`src/include/bfl_pkg.sv`:
```
/*
  Shared constants, carriers and state codes of the boot flash loader.
  Assumes a 100 MHz system clock and a read-only serial flash answering
  the plain read command in SPI mode 0.
*/
package bfl_pkg;

  // ----------------------------------------------------------------
  // Timing
  // ----------------------------------------------------------------
  localparam int CLK_PERIOD_NS  = 10;
  localparam int CLK_HZ         = 1000000000 / CLK_PERIOD_NS;
  localparam int SPI_MAX_HZ     = 12000000;
  // Half period rounded up so the flash never sees more than 12 MHz
  localparam int SPI_HALF_CYC   = (CLK_HZ + 2 * SPI_MAX_HZ - 1) / (2 * SPI_MAX_HZ);
  localparam logic [2:0] SPI_HALF_LAST = 3'(SPI_HALF_CYC - 1);
  localparam int TRIM_SETTLE_NS = 1000;
  localparam logic [11:0] TRIM_CYC = 12'((TRIM_SETTLE_NS + CLK_PERIOD_NS - 1) / CLK_PERIOD_NS);
  localparam int PERSIST_NS     = 20000;
  localparam logic [10:0] PERSIST_CYC = 11'((PERSIST_NS + CLK_PERIOD_NS - 1) / CLK_PERIOD_NS);

  // ----------------------------------------------------------------
  // Flash layout
  // ----------------------------------------------------------------
  localparam logic [23:0] LOW_HDR_ADDR  = 24'h000000;
  localparam logic [23:0] HIGH_HDR_ADDR = 24'h001000;
  localparam int          HDR_BLOCK_BYTES = 4096;
  localparam logic [31:0] FLASH_BYTES   = 32'h0010_0000;
  localparam logic [7:0]  FLASH_RD_CMD  = 8'h03;
  localparam logic [4:0]  CMD_LAST      = 5'h03;
  localparam logic [4:0]  HDR_LAST      = 5'h07;
  localparam int          CFG_BYTES     = 16;
  localparam int          CFG_AW        = 4;
  localparam logic [4:0]  IMG_LAST      = 5'h10;
  localparam logic [32:0] IMG_SPAN      = 33'h0_0000_0011;

  // ----------------------------------------------------------------
  // Bus address build
  // ----------------------------------------------------------------
  localparam logic [3:0] ADDR_BASE = 4'h2;

  // ----------------------------------------------------------------
  // Carriers and codes
  // ----------------------------------------------------------------
  typedef struct packed {
    logic       rail_ok;
    logic       main_ok;
    logic       adp_ok;
    logic       adp_sel;
    logic [1:0] debug_ctl;
    logic [2:0] strap;
    logic       miso;
  } bfl_pins_s;

  typedef struct packed {
    logic thermal_mon;
    logic thermal_sd;
    logic converter;
    logic checksum;
    logic gpio;
    logic vectored_irq;
  } bfl_periph_s;

  typedef enum logic [1:0] {
    BFL_BOOT_NONE,
    BFL_BOOT_LOW,
    BFL_BOOT_HIGH,
    BFL_BOOT_INVALID
  } bfl_boot_e;

  typedef enum logic [3:0] {
    S_HOLD, S_REGS, S_TRIM, S_ADDR, S_DBAT, S_PERSIST, S_ENABLE,
    S_XCMD, S_XDATA, S_HCHK, S_ICHK, S_DONE, S_INVALID
  } bfl_state_e;

endpackage

```
`src/bfl_loader.sv`:
```
/*
  Boot sequencer and serial flash image loader.
  Assumes asynchronous pin inputs, a mode 0 flash holding two headers,
  and an on-chip OTP address source on the system clock.
*/
`timescale 1ns/1ps
// Contract
// - Hold internal reset while regulator rail invalid; release starts boot.
// - Boot: reset registers, load trims, wait settle, then set addresses.
// - Unique address from OTP, debug control pins and address strap.
// - Dead battery: main invalid, adapter valid; then sample adapter select pin.
// - Enable 48 MHz clock; wait for supply persistence counters to confirm.
// - Finally enable thermal, converter, checksum, GPIO and interrupt blocks.
// - Bus addresses come from pin states read during boot; address A is taken from otp_addr_in instead when otp_addr_valid_in is set.
// - After both addresses exist, enable restricted host interface.
// - Read headers at byte 0x000000 and 0x001000, each 4 kB.
// - Each header gives a region pointer and an image offset.
// - Image start is region pointer plus image offset.
// - Leading image bytes are configuration settings.
// - Try low region first; on any invalid data switch to high.
// - Other region's validated image stays usable after failed update.
// - Both regions invalid enters invalid memory flow.
// - Invalid memory flow routes debug port to sideband pins.
// - 48 MHz clocks core and USB PHY; slow clock in low power.
// - Flash link is mode 0, select active low, clock idles low.
module bfl_loader
  import bfl_pkg::*;
(
  input  wire logic              clk_sys_in,
  input  wire logic              rst_n_in,
  input  wire logic              internal_regulator_rail_ok_in,
  input  wire logic              main_supply_input_ok_in,
  input  wire logic              adapter_supply_input_ok_in,
  input  wire logic              adapter_power_select_pin_in,
  input  wire logic [1:0]        debug_control_pins_in,
  input  wire logic [2:0]        addr_strap_in,
  input  wire logic              otp_addr_valid_in,
  input  wire logic [6:0]        otp_addr_in,
  input  wire logic              low_power_req_in,
  input  wire logic [CFG_AW-1:0] cfg_rd_addr_in,
  input  wire logic              flash_miso_in,
  output logic                   flash_sclk_out,
  output logic                   flash_mosi_out,
  output logic                   flash_select_n_out,
  output logic                   core_rst_n_out,
  output logic                   trim_load_out,
  output logic                   osc48_en_out,
  output logic                   core_slow_clk_out,
  output logic                   usb_phy_clk_en_out,
  output logic                   adapter_switch_en_out,
  output bfl_periph_s            periph_en_out,
  output logic [6:0]             bus_addr_a_out,
  output logic [6:0]             bus_addr_b_out,
  output logic                   host_if_en_out,
  output logic                   swd_route_out,
  output bfl_boot_e              boot_status_out,
  output logic                   cfg_valid_out,
  output logic [7:0]             cfg_rd_data_out
);

  // ----------------------------------------------------------------
  // Pin synchronisers
  // ----------------------------------------------------------------
  bfl_pins_s  pin_raw;
  bfl_pins_s  pin1_q;
  bfl_pins_s  pin_q;
  bfl_state_e state_q;
  logic [11:0] wait_q;
  logic [10:0] pcnt_q [2];
  logic [1:0]  pers_full;
  logic [1:0]  sup_ok;
  logic        deadbat_q;
  logic        busy_q;
  logic        done_q;
  logic        sclk_q;
  logic [2:0]  div_q;
  logic [2:0]  bit_q;
  logic [7:0]  sh_q;
  logic [7:0]  rx_q;
  logic        cs_n_q;
  logic        spi_go;
  logic [7:0]  spi_tx;
  logic        xfer_st;
  logic        xfer_last;
  logic [4:0]  idx_q;
  logic [23:0] addr_q;
  logic [63:0] hdr_q;
  logic [7:0]  sum_q;
  logic        hdr_mode_q;
  logic        high_q;
  logic        hdr_ok;
  logic [23:0] img_addr;
  logic [6:0]  addr_a_c;
  logic        lp_q;

  assign pin_raw = '{rail_ok: internal_regulator_rail_ok_in, main_ok: main_supply_input_ok_in,
                     adp_ok: adapter_supply_input_ok_in, adp_sel: adapter_power_select_pin_in,
                     debug_ctl: debug_control_pins_in, strap: addr_strap_in, miso: flash_miso_in};

  // Two stages; only the second stage feeds logic
  always_ff @(posedge clk_sys_in or negedge rst_n_in)
  begin
    if (!rst_n_in)
    begin
      pin1_q <= '0;
      pin_q  <= '0;
    end
    else
    begin
      pin1_q <= pin_raw;
      pin_q  <= pin1_q;
    end
  end

  // ----------------------------------------------------------------
  // Supply persistence counters
  // ----------------------------------------------------------------
  assign sup_ok = {pin_q.adp_ok, pin_q.main_ok};

  // Counters start once the fast oscillator runs; any drop restarts them
  for (genvar g = 0; g < 2; g++)
  begin : g_pers
    always_ff @(posedge clk_sys_in or negedge rst_n_in)
    begin
      if (!rst_n_in)
      begin
        pcnt_q[g] <= 11'h000;
      end
      else if (!sup_ok[g] || !osc48_en_out)
      begin
        pcnt_q[g] <= 11'h000;
      end
      else if (pcnt_q[g] != PERSIST_CYC)
      begin
        pcnt_q[g] <= pcnt_q[g] + 11'h001;
      end
    end
    assign pers_full[g] = (pcnt_q[g] == PERSIST_CYC);
  end

  // ----------------------------------------------------------------
  // Header check and address sums
  // ----------------------------------------------------------------
  function automatic logic region_ok(input logic [31:0] ptr, input logic [31:0] off);
    logic [32:0] end_a;
    end_a = {1'b0, ptr} + {1'b0, off} + IMG_SPAN;
    region_ok = (ptr != 32'h0000_0000) && (ptr != 32'hFFFF_FFFF) && (off != 32'h0000_0000)
             && (off != 32'hFFFF_FFFF) && (ptr < FLASH_BYTES) && (off < FLASH_BYTES)
             && (end_a <= {1'b0, FLASH_BYTES});
  endfunction

  assign hdr_ok   = region_ok(hdr_q[63:32], hdr_q[31:0]);
  assign img_addr = 24'(hdr_q[63:32] + hdr_q[31:0]);
  assign addr_a_c = otp_addr_valid_in ? otp_addr_in : {ADDR_BASE, pin_q.strap};

  // ----------------------------------------------------------------
  // Boot sequencer
  // ----------------------------------------------------------------
  assign xfer_st   = (state_q == S_XCMD) || (state_q == S_XDATA);
  assign xfer_last = hdr_mode_q ? (idx_q == HDR_LAST) : (idx_q == IMG_LAST);

  // Rail loss sends everything back to hold from any state
  always_ff @(posedge clk_sys_in or negedge rst_n_in)
  begin
    if (!rst_n_in)
    begin
      state_q <= S_HOLD;
    end
    else if (!pin_q.rail_ok)
    begin
      state_q <= S_HOLD;
    end
    else
    begin
      unique case (state_q)
        S_HOLD:    state_q <= S_REGS;
        S_REGS:    state_q <= S_TRIM;
        S_TRIM:    if (wait_q == TRIM_CYC - 12'h001) state_q <= S_ADDR;
        S_ADDR:    state_q <= S_DBAT;
        S_DBAT:    state_q <= S_PERSIST;
        S_PERSIST: if (pers_full[deadbat_q]) state_q <= S_ENABLE;
        S_ENABLE:  state_q <= S_XCMD;
        S_XCMD:    if (done_q && idx_q == CMD_LAST) state_q <= S_XDATA;
        S_XDATA:   if (done_q && xfer_last) state_q <= hdr_mode_q ? S_HCHK : S_ICHK;
        S_HCHK:    state_q <= (hdr_ok || !high_q) ? S_XCMD : S_INVALID;
        S_ICHK:    state_q <= (sum_q == 8'h00) ? S_DONE : (high_q ? S_INVALID : S_XCMD);
        S_DONE:    state_q <= S_DONE;
        S_INVALID: state_q <= S_INVALID;
      endcase
    end
  end

  // ----------------------------------------------------------------
  // Initialisation outputs
  // ----------------------------------------------------------------
  always_ff @(posedge clk_sys_in or negedge rst_n_in)
  begin
    if (!rst_n_in)
    begin
      core_rst_n_out        <= 1'b0;
      wait_q                <= 12'h000;
      trim_load_out         <= 1'b0;
      bus_addr_a_out        <= 7'h00;
      bus_addr_b_out        <= 7'h00;
      host_if_en_out        <= 1'b0;
      deadbat_q             <= 1'b0;
      adapter_switch_en_out <= 1'b0;
      osc48_en_out          <= 1'b0;
      periph_en_out         <= '0;
      boot_status_out       <= BFL_BOOT_NONE;
      cfg_valid_out         <= 1'b0;
      swd_route_out         <= 1'b0;
    end
    else if (!pin_q.rail_ok || state_q == S_REGS)
    begin
      core_rst_n_out        <= pin_q.rail_ok;
      wait_q                <= 12'h000;
      trim_load_out         <= pin_q.rail_ok;
      bus_addr_a_out        <= 7'h00;
      bus_addr_b_out        <= 7'h00;
      host_if_en_out        <= 1'b0;
      deadbat_q             <= 1'b0;
      adapter_switch_en_out <= 1'b0;
      osc48_en_out          <= 1'b0;
      periph_en_out         <= '0;
      boot_status_out       <= BFL_BOOT_NONE;
      cfg_valid_out         <= 1'b0;
      swd_route_out         <= 1'b0;
    end
    else
    begin
      core_rst_n_out <= 1'b1;
      trim_load_out  <= 1'b0;
      wait_q         <= (state_q == S_TRIM) ? wait_q + 12'h001 : 12'h000;
      unique case (state_q)
        S_ADDR:
        begin
          // Pin states latched once; later pin moves do not re-address
          bus_addr_a_out <= addr_a_c;
          bus_addr_b_out <= addr_a_c ^ {5'h00, pin_q.debug_ctl};
        end
        S_DBAT:
        begin
          host_if_en_out        <= 1'b1;
          osc48_en_out          <= 1'b1;
          deadbat_q             <= !pin_q.main_ok && pin_q.adp_ok;
          adapter_switch_en_out <= !pin_q.main_ok && pin_q.adp_ok && pin_q.adp_sel;
        end
        S_ENABLE: periph_en_out <= '1;
        S_DONE:
        begin
          boot_status_out <= high_q ? BFL_BOOT_HIGH : BFL_BOOT_LOW;
          cfg_valid_out   <= 1'b1;
        end
        S_INVALID:
        begin
          boot_status_out <= BFL_BOOT_INVALID;
          swd_route_out   <= 1'b1;
        end
        default: ;
      endcase
    end
  end

  // Low power moves the core to the slow clock and stops the PHY clock
  always_ff @(posedge clk_sys_in or negedge rst_n_in)
  begin
    if (!rst_n_in)
    begin
      lp_q <= 1'b0;
    end
    else
    begin
      lp_q <= low_power_req_in && osc48_en_out;
    end
  end
  assign core_slow_clk_out  = lp_q || !osc48_en_out;
  assign usb_phy_clk_en_out = osc48_en_out && !lp_q;

  // ----------------------------------------------------------------
  // Transfer bookkeeping
  // ----------------------------------------------------------------
  always_ff @(posedge clk_sys_in or negedge rst_n_in)
  begin
    if (!rst_n_in)
    begin
      idx_q <= 5'h00; addr_q <= LOW_HDR_ADDR; hdr_q <= '0;
      sum_q <= 8'h00; hdr_mode_q <= 1'b1; high_q <= 1'b0;
    end
    else
    begin
      unique case (state_q)
        S_ENABLE:
        begin
          addr_q <= LOW_HDR_ADDR;
          hdr_mode_q <= 1'b1;
          high_q <= 1'b0;
          idx_q <= 5'h00;
        end
        S_XCMD: if (done_q) idx_q <= (idx_q == CMD_LAST) ? 5'h00 : idx_q + 5'h01;
        S_XDATA:
        begin
          if (done_q)
          begin
            idx_q <= idx_q + 5'h01;
            if (hdr_mode_q) hdr_q <= {hdr_q[55:0], rx_q};
            else sum_q <= sum_q + rx_q;
          end
        end
        S_HCHK:
        begin
          idx_q <= 5'h00;
          sum_q <= 8'h00;
          hdr_mode_q <= !hdr_ok;
          if (hdr_ok) addr_q <= img_addr;
          else
          begin
            high_q <= 1'b1;
            addr_q <= HIGH_HDR_ADDR;
          end
        end
        S_ICHK:
        begin
          idx_q <= 5'h00;
          if (sum_q != 8'h00)
          begin
            // Bad low image: fall back to the untouched high copy
            high_q <= 1'b1;
            hdr_mode_q <= 1'b1;
            addr_q <= HIGH_HDR_ADDR;
          end
        end
        default: ;
      endcase
    end
  end

  // ----------------------------------------------------------------
  // Serial flash engine
  // ----------------------------------------------------------------
  always_comb
  begin
    unique case (idx_q[1:0])
      2'h0:    spi_tx = FLASH_RD_CMD;
      2'h1:    spi_tx = addr_q[23:16];
      2'h2:    spi_tx = addr_q[15:8];
      default: spi_tx = addr_q[7:0];
    endcase
    if (state_q != S_XCMD) spi_tx = 8'h00;
  end
  assign spi_go = xfer_st && !busy_q && !done_q && !cs_n_q;

  // Select follows the sequencer; it rises on the edge of the last byte
  always_ff @(posedge clk_sys_in or negedge rst_n_in)
  begin
    if (!rst_n_in)
    begin
      cs_n_q <= 1'b1;
    end
    else
    begin
      cs_n_q <= !(pin_q.rail_ok && xfer_st && !(state_q == S_XDATA && done_q && xfer_last));
    end
  end

  // Shift on falling edge, sample late in the high phase past synchroniser lag
  always_ff @(posedge clk_sys_in or negedge rst_n_in)
  begin
    if (!rst_n_in)
    begin
      busy_q <= 1'b0; done_q <= 1'b0; sclk_q <= 1'b0; div_q <= 3'h0;
      bit_q <= 3'h0; sh_q <= 8'h00; rx_q <= 8'h00;
    end
    else
    begin
      done_q <= 1'b0;
      if (!pin_q.rail_ok)
      begin
        busy_q <= 1'b0;
        sclk_q <= 1'b0;
      end
      else if (!busy_q)
      begin
        sh_q <= spi_tx;
        if (spi_go)
        begin
          busy_q <= 1'b1;
          div_q  <= 3'h0;
          bit_q  <= 3'h0;
        end
      end
      else if (div_q == SPI_HALF_LAST)
      begin
        div_q  <= 3'h0;
        sclk_q <= !sclk_q;
        if (sclk_q)
        begin
          rx_q  <= {rx_q[6:0], pin_q.miso};
          sh_q  <= {sh_q[6:0], 1'b0};
          bit_q <= bit_q + 3'h1;
          if (bit_q == 3'h7)
          begin
            busy_q <= 1'b0;
            done_q <= 1'b1;
          end
        end
      end
      else
      begin
        div_q <= div_q + 3'h1;
      end
    end
  end

  assign flash_sclk_out     = sclk_q;
  assign flash_mosi_out     = sh_q[7];
  assign flash_select_n_out = cs_n_q;

  // ----------------------------------------------------------------
  // Configuration store
  // ----------------------------------------------------------------
  bfl_cfg_mem u_cfg (
    .clk_sys_in (clk_sys_in),
    .rst_n_in   (rst_n_in),
    .we_in      (state_q == S_XDATA && done_q && !hdr_mode_q && idx_q < IMG_LAST),
    .waddr_in   (idx_q[CFG_AW-1:0]),
    .wdata_in   (rx_q),
    .raddr_in   (cfg_rd_addr_in),
    .rdata_out  (cfg_rd_data_out)
  );
endmodule

```
`src/bfl_cfg_mem.sv`:
```
/*
  Small store for the configuration bytes of the booted image.
  Assumes one writer on the system clock; read data is registered.
*/
`timescale 1ns/1ps
module bfl_cfg_mem
  import bfl_pkg::*;
(
  input  wire logic              clk_sys_in,
  input  wire logic              rst_n_in,
  input  wire logic              we_in,
  input  wire logic [CFG_AW-1:0] waddr_in,
  input  wire logic [7:0]        wdata_in,
  input  wire logic [CFG_AW-1:0] raddr_in,
  output logic      [7:0]        rdata_out
);

  logic [7:0] mem_q [CFG_BYTES];

  // Array has no reset; contents are meaningful only once loaded
  always_ff @(posedge clk_sys_in)
  begin
    if (we_in)
    begin
      mem_q[waddr_in] <= wdata_in;
    end
  end

  // Registered read port
  always_ff @(posedge clk_sys_in or negedge rst_n_in)
  begin
    if (!rst_n_in)
    begin
      rdata_out <= 8'h00;
    end
    else
    begin
      rdata_out <= mem_q[raddr_in];
    end
  end

endmodule

```
`config.mk`:
```
export PLATFORM = sky130hd
export DESIGN_NAME = bfl_loader
export DESIGN_NICKNAME = d
export VERILOG_FILES = /design/src/include/bfl_pkg.sv /design/src/bfl_loader.sv /design/src/bfl_cfg_mem.sv
export SDC_FILE = /design/constraint.sdc
export NUM_CORES = 1
export LEC_CHECK = 0
export BUFFER_PORTS_ARGS = -buffer_cell sky130_fd_sc_hd__buf_2
export CAP_MARGIN = 30
export CORE_ASPECT_RATIO = 1.5
export CORE_MARGIN = 2
export CORE_UTILIZATION = 60
export DETAILED_ROUTE_END_ITERATION = 10
export HOLD_SLACK_MARGIN = 0.08
export PLACE_DENSITY = 0.76
export SYNTH_ARGS = -nofsm -noshare
export SYNTH_HDL_FRONTEND = slang
export SYNTH_SLANG_ARGS = --single-unit
```
`constraint.sdc`:
```
create_clock -name clk_sys_in -period 4.76 [get_ports clk_sys_in]
set_input_delay 1.428 -clock clk_sys_in [delete_from_list [all_inputs] [get_ports clk_sys_in]]
set_output_delay 1.428 -clock clk_sys_in [all_outputs]
set_load 0.01 [all_outputs]
```
; Yosys cells after proc, flatten, opt, wreduce, memory -nomap -nowiden
; Memory sizes are Yosys's and may differ from the RTL's. A register that Yosys moved wholly into a read port is not among the register bits.
; Cells that the tools add are included.
[totals]
reg_bits = 217
ramBits = 128
in_bits = 25
word_cells = 260
memories = 1
[mem_list]
columns = name, words, width, read_ports, rd_clocked_by_memory_dff, write_ports, line_no
row1 = u_cfg.mem_q, 16, 8, 1, 1, 1, bfl_cfg_mem.sv:18  ; logic [7:0] mem_q [CFG_BYTES];
[op_classes]
addsub = 10
n_lt_le_gt_ge = 5
n_eq_ne = 40
mux = 82
bitwise_logic = 1
reduce_logical = 72
[op_table]
columns = operator, n
row1 = case mux 24 bit (3 select lines), 1
row2 = < comparator 32 x 21 -> 1 bit (second input constant), 2
row3 = != test 32 bit (second input constant), 2
row4 = nonzero test 32 bit, 2
row5 = case mux 4 bit (13 select lines), 1
row6 = two-way mux 24 bit, 2
row7 = two-way mux 8 bit, 6
row8 = two-way mux 11 bit, 4
row9 = two-way mux 7 bit, 5
row10 = adder 32 x 32 -> 33 bit, 1
row11 = adder 33 x 5 -> 33 bit (second input constant), 1
row12 = less-or-equal comparator 33 x 21 -> 1 bit (second input constant), 1
row13 = two-way mux 1 bit, 33
row14 = two-way mux 4 bit, 8
row15 = adder 24 bit, 1
row16 = two-way mux 12 bit, 2
row17 = case mux 8 bit (3 select lines), 1
row18 = adder 11 x 1 -> 11 bit (second input constant), 2
row19 = equality test 11 bit (second input constant), 2
row20 = != test 11 bit (second input constant), 2
row21 = logical AND 1 bit, 21
row22 = equality test 4 bit (second input constant), 5
row23 = two-way mux 3 bit, 6
row24 = nonzero test 2 bit, 9
row25 = other kinds (40), 90

; Longest topological paths before layout
[logic_depth]
depth_word = 11
depth_mapped = 17
depth_no_buf = 15

; Modules after synthesis
; A second synthesis with hierarchy kept.
[unflattened]
cells_unflattened = 1650
area_unflattened_um2 = 18256.3
[by_module_without_submodules]
columns = module, n_inst, cells_per_inst, area_each_um2, seq_area_each_um2
row1 = bfl_loader, 1, 1421, 13068.8, 5182.5
row2 = bfl_cfg_mem, 1, 229, 5187.5, 4043.9

; Least setup slack after synthesis
; No wires, ideal clock.
[synth_timing]
path_kind = register to register
startpoint = register hdr_q[2]
endpoint = register state_q[1]
setup_time_ns = 0.074
arrival_time_ns = 3.634
t_required_ns = 4.686
setup_slack_ns = 1.052
path_stages_with_launch = 16
n_path_buf = 2
path_cell_list = dfrtp_1 -> ha_1 -> inv_1 -> fa_1 -> nand2b_1 -> a2111o_1 -> a21oi_1 -> o41ai_4 -> mux2i_1 -> nor4_2 -> o2111ai_1 -> a2111oi_4 -> and4_1 -> buf_6 -> buf_12 -> a2bb2oi_2
[synth_between]
elab_chain_cells = 10
[synth_lines]
columns = item, line_no
row1 = start: declaration, bfl_loader.sv:87  ; logic [63:0] hdr_q;
row2 = start signal: assignment, bfl_loader.sv:306  ; if (hdr_mode_q) hdr_q <= {hdr_q[55:0], rx_q};
row3 = branches (longest 5 deep; another with adder 32 x 32 -> 33 bit), --
row4 = logical AND 1 bit *, bfl_loader.sv:149  ; && (end_a <= {1'b0, FLASH_BYTES});
row5 = logical OR 1 bit *, bfl_loader.sv:185  ; S_HCHK: state_q <= (hdr_ok || !high_q) ? S_XCMD : S_INVALID;
row6 = two-way mux 4 bit *, bfl_loader.sv:185
row7 = case mux 4 bit (13 select lines) *, bfl_loader.sv:175  ; unique case (state_q)
row8 = two-way mux 4 bit *, bfl_loader.sv:169  ; else if (!pin_q.rail_ok)
row9 = end signal: assignment, bfl_loader.sv:184  ; S_XDATA: if (done_q && xfer_last) state_q <= hdr_mode_q ? S_HCHK : S_ICHK;
row10 = end signal: assignment, bfl_loader.sv:185
row11 = end signal: assignment, bfl_loader.sv:186  ; S_ICHK: state_q <= (sum_q == 8'h00) ? S_DONE : (high_q ? S_INVALID : S_XCMD);
row12 = end: declaration, bfl_loader.sv:67  ; bfl_state_e state_q;
; Mark *: on every way between the ends.
; A chain may end at the register's enable or synchronous reset.

; Worst setup path in the final report
[layout_timing]
startpoint = register hdr_q[37]
endpoint = register addr_q[1]
[layout_between]
elab_chain_cells = 9
[layout_lines]
columns = item, line_no
row1 = branches (longest 6 deep; another with adder 32 x 32 -> 33 bit), --
row2 = logical AND 1 bit *, bfl_loader.sv:149
row3 = two-way mux 24 bit *, bfl_loader.sv:315  ; if (hdr_ok) addr_q <= img_addr;
row4 = case mux 24 bit (3 select lines) *, bfl_loader.sv:292  ; unique case (state_q)
row5 = end signal: assignment, bfl_loader.sv:315
row6 = end: declaration, bfl_loader.sv:86  ; logic [23:0] addr_q;
; Marks and branches as above.

==> reports/metrics.cfg <==
[timing]
finalHoldViolations = 0
worst_pin_slew_ns = 0.979
max_slew_margin_pct = 34.2
whs_ns = 0.346
post-route-period-util_pct = 94.1
setup_tns_ns = 0
finalSetupViolations = 0
rsz0062_at_grt = false
slew_violations = 0
clock.fmax_mhz = 223
period_needed_ns = 4.48
skew_ns = 0.0179

[global_routing]
grt_pass1_wl_um = 73500
grt_pass1_vias = 13200
grt_max_degree = 94
grt_antenna_before_repair = 0
grt_overflow = 0
grt_use_total_pct = 30.1

[synthesis]
ys_ff_latch = 343
synthesis.nets = 1750
synth_cell_types = 90
synth_edf_count = 128
synthCells = 1619
ys.flop_type = dfrtp_1
netlist_area_um2 = 18100
synth_seq_area_share_pct = 50.9
syn_area_per_cell_um2 = 11.2
synth-async-reset-ratio_pct = 62.7
ys_warn_count = 0

[critical_path]
cpLargestDelayFamily = compound AO/OA/AOI/OAI gates
cp_max_fo = 26
setup.worst_path.class = flop to flop
critPathMaxStageDelay_ns = 0.78
rr_startpoint = hdr_q[37]
crit_path_top_delay_cell = fa_1
cp.required_ns = 5.23
critPathLaunch = hdr_q[37]
cp-start-kind = flop
reg2reg_slack_ns = 0.28
cp_cell_sequence = ha_1 > inv_1 > fa_1 > nor3b_1 > nor2_1 > a21oi_1 > o41ai_4 > o21bai_1 > xor2_1 > o2111ai_1 > a2111oi_4 > and4_1 > buf_12 > a22o_1
worstPathArrival_ns = 4.94
cp_num_buf_inv = 2
end_kind = flop

[detailed_routing]
wl_um = 47000
wire_per_inst_um = 22.5
postRouteAntennaNets = 0
first_pass_iters = 5
via_per_inst = 6.20
post-route-drc-count = 0
drtIter0Drc = 792
vias = 13000

[cts]
cts-buffers-inserted = 34
hold_buffers = 0
cts_tree = built
worstSkewPairLatency_ns = 0.53
path_clk_slew_ns = 0.06
clockRootBuffer = clkbuf_16
htreeDepth = 2
cts_resized = 0
clkSinkCount = 343
post_cts_buffers = 0
cts_buffer_depth = 3

[cells_and_area]
regArea_um2 = 9230
diodes = 0
fin_area_um2 = 20000
area_delta_synth_final_pct = 10.1
drive_gt1_share_pct = 14.5
multi_input_area_um2 = 8150
final.fill_count = 2255
fin_nets = 1799

[placed_design]
gp_congestion = 0.971
dpl.hpwl_um = 35300
portBuffers = 66
placed_cell_area_um2 = 18800

[min_path]
hp-start = pin1_q[0]
worstHoldPathType = flop to flop

[flow_run]
drv_cap = 0

[pwr]
power.density_nw_per_um2 = 296
peakVddDrop_mv = 0.260
finalPower_mw = 5.90
power.leakage_nw = 7.94

[floorplanning]
core_area_um2 = 30000
dieArea_um2 = 31700
die_h_um = 217
start_util_pct = 60.5
io_pins = 67
rows = 78
die_x_um = 146

[run_status]
status = finished clean

through the flow:
stage	cells	worst slack, ns	utilization (%)
2_1_floorplan	1619	1.05	-
3_3_place_gp	2029	0.425	62.8
3_5_place_dp	2031	0.357	62.9
4_1_cts	2091	0.350	66.6
5_1_grt	2092	0.0475	66.7
6_report	2092	0.282	66.7
cell usage after synthesis (5+ instances only):
cell,n,area share (%)
nand3_1,48,1.3
a21o_1,5,0.21
a21oi_1,73,2.0
edfxtp_1,128,21
o21ai_0,112,3.1
nand2b_1,17,0.59
nor3_1,29,0.80
nand2_1,141,2.9
buf_4,11,0.46
a22oi_1,16,0.66
dfrtp_1,213,29
a311oi_1,5,0.24
ha_1,84,5.8
and3_1,14,0.48
or3_1,10,0.34
o21bai_1,6,0.25
xor2_1,36,1.7
mux2_2,32,2.0
o21a_1,6,0.25
or2_2,8,0.28
mux2i_1,7,0.39
nor2b_1,12,0.41
a22o_1,26,1.3
fa_1,22,2.4
nor2_1,130,2.7
buf_1,5,0.10
o2111ai_1,5,0.24
nand4_1,17,0.59
and2_1,8,0.28
o41ai_1,6,0.29
nor4b_1,5,0.24
clkbuf_1,54,1.1
xnor2_1,37,1.8
a211oi_1,7,0.29
o22ai_1,7,0.24
inv_1,106,2.2
mux4_2,40,5.0
o31ai_1,7,0.29
nor4_1,27,0.93
a31oi_1,13,0.45
worst register-to-register path: stages (launching register included):
cell and delay, ns:
dfrtp_1 0.45, ha_1 0.22, inv_1 0.08, fa_1 0.78, nor3b_1 0.13, nor2_1 0.31
a21oi_1 0.17, o41ai_4 0.47, o21bai_1 0.19, xor2_1 0.26, o2111ai_1 0.24, a2111oi_4 0.48
and4_1 0.29, buf_12 0.18, a22o_1 0.17
logic make-up after synthesis:
logic type,synth area share (%)
AOI/OAI and AO/OA,12.6
xor gates and xnor gates,3.62
adders and majority gates,8.22
buffers and inverters,4.30
DFF,50.9
muxes,7.34
and+or+nand+nor,13.1
path summary, 6_finish.rpt:
kind,endpoint,cells past startpoint
max in group asynchronous,pin_q[7],2
hold reg to reg,pin_q[0],0
setup reg to reg,addr_q[1],14
setup / recovery,addr_q[1],14
min in group asynchronous,pin_q[0],1
hold / removal,pin_q[0],0
registers in the layout, indices dropped and copies added (netlist names), 2 cells and up:
signal	count
sum_q	8
state_q	4
idx_q	5
bus_addr_b_out	2
pin_q	10
div_q	3
boot_status_out	2
rx_q	8
pcnt_q	22
hdr_q	64
wait_q	12
u_cfg.mem_q	128
sh_q	8
bit_q	3
addr_q	24
u_cfg.rdata_out	8
bus_addr_a_out	7
pin1_q	10
cells in the final DEF (no fill, tap or decap), drive strengths merged, types with 6 or more instances in the layout:
cell,Yosys,routed
a211oi,9,9
a21oi,74,74
a22o,26,26
a22oi,16,16
a31oi,13,13
and2,8,8
and3,14,14
buf,24,91
clkbuf,54,43
clkinv,0,12
dfrtp,213,213
edfxtp,128,128
fa,22,22
ha,84,84
inv,106,107
mux2,32,32
mux2i,7,7
mux4,40,40
nand2,141,141
nand2b,17,17
nand3,48,48
nand4,17,17
nor2,130,130
nor2b,12,12
nor3,31,31
nor4,28,28
o21a,6,6
o21ai,115,115
o21bai,6,6
o22ai,7,7
o31ai,8,8
o41ai,7,7
or2,8,8
or3,11,11
xnor2,38,38
xor2,36,36
layout make-up:
type | count | area share [%]
Timing Repair Buffer | 91 | 2.97
Inverter | 106 | 1.99
Sequential cell | 343 | 46.2
Multi-Input combinational cell | 1092 | 40.8
Clock buffer | 43 | 4.59
Tap cell | 400 | 2.51
Clock inverter | 17 | 0.971
where the power goes:
group	switching [mW]	leakage, nW	internal [mW]
Clock	1.11	0.537	1.54
Sequential	0.0197	3.79	3.06
Combinational	0.112	3.62	0.0540
Total	1.24	7.94	4.66
routing by layer:
layer / part of all wire [%] / vias to the layer above / global-route usage (%)
met1: 35 / 6456 / 32.8
met5: 0 / - / 0
met3: 4.3 / 125 / 3.65
met2: 55 / 426 / 56.6
met4: 5.8 / 0 / 16.4
li1: - / 5961 / -
Note: power is estimated with default switching activity, not from simulation.
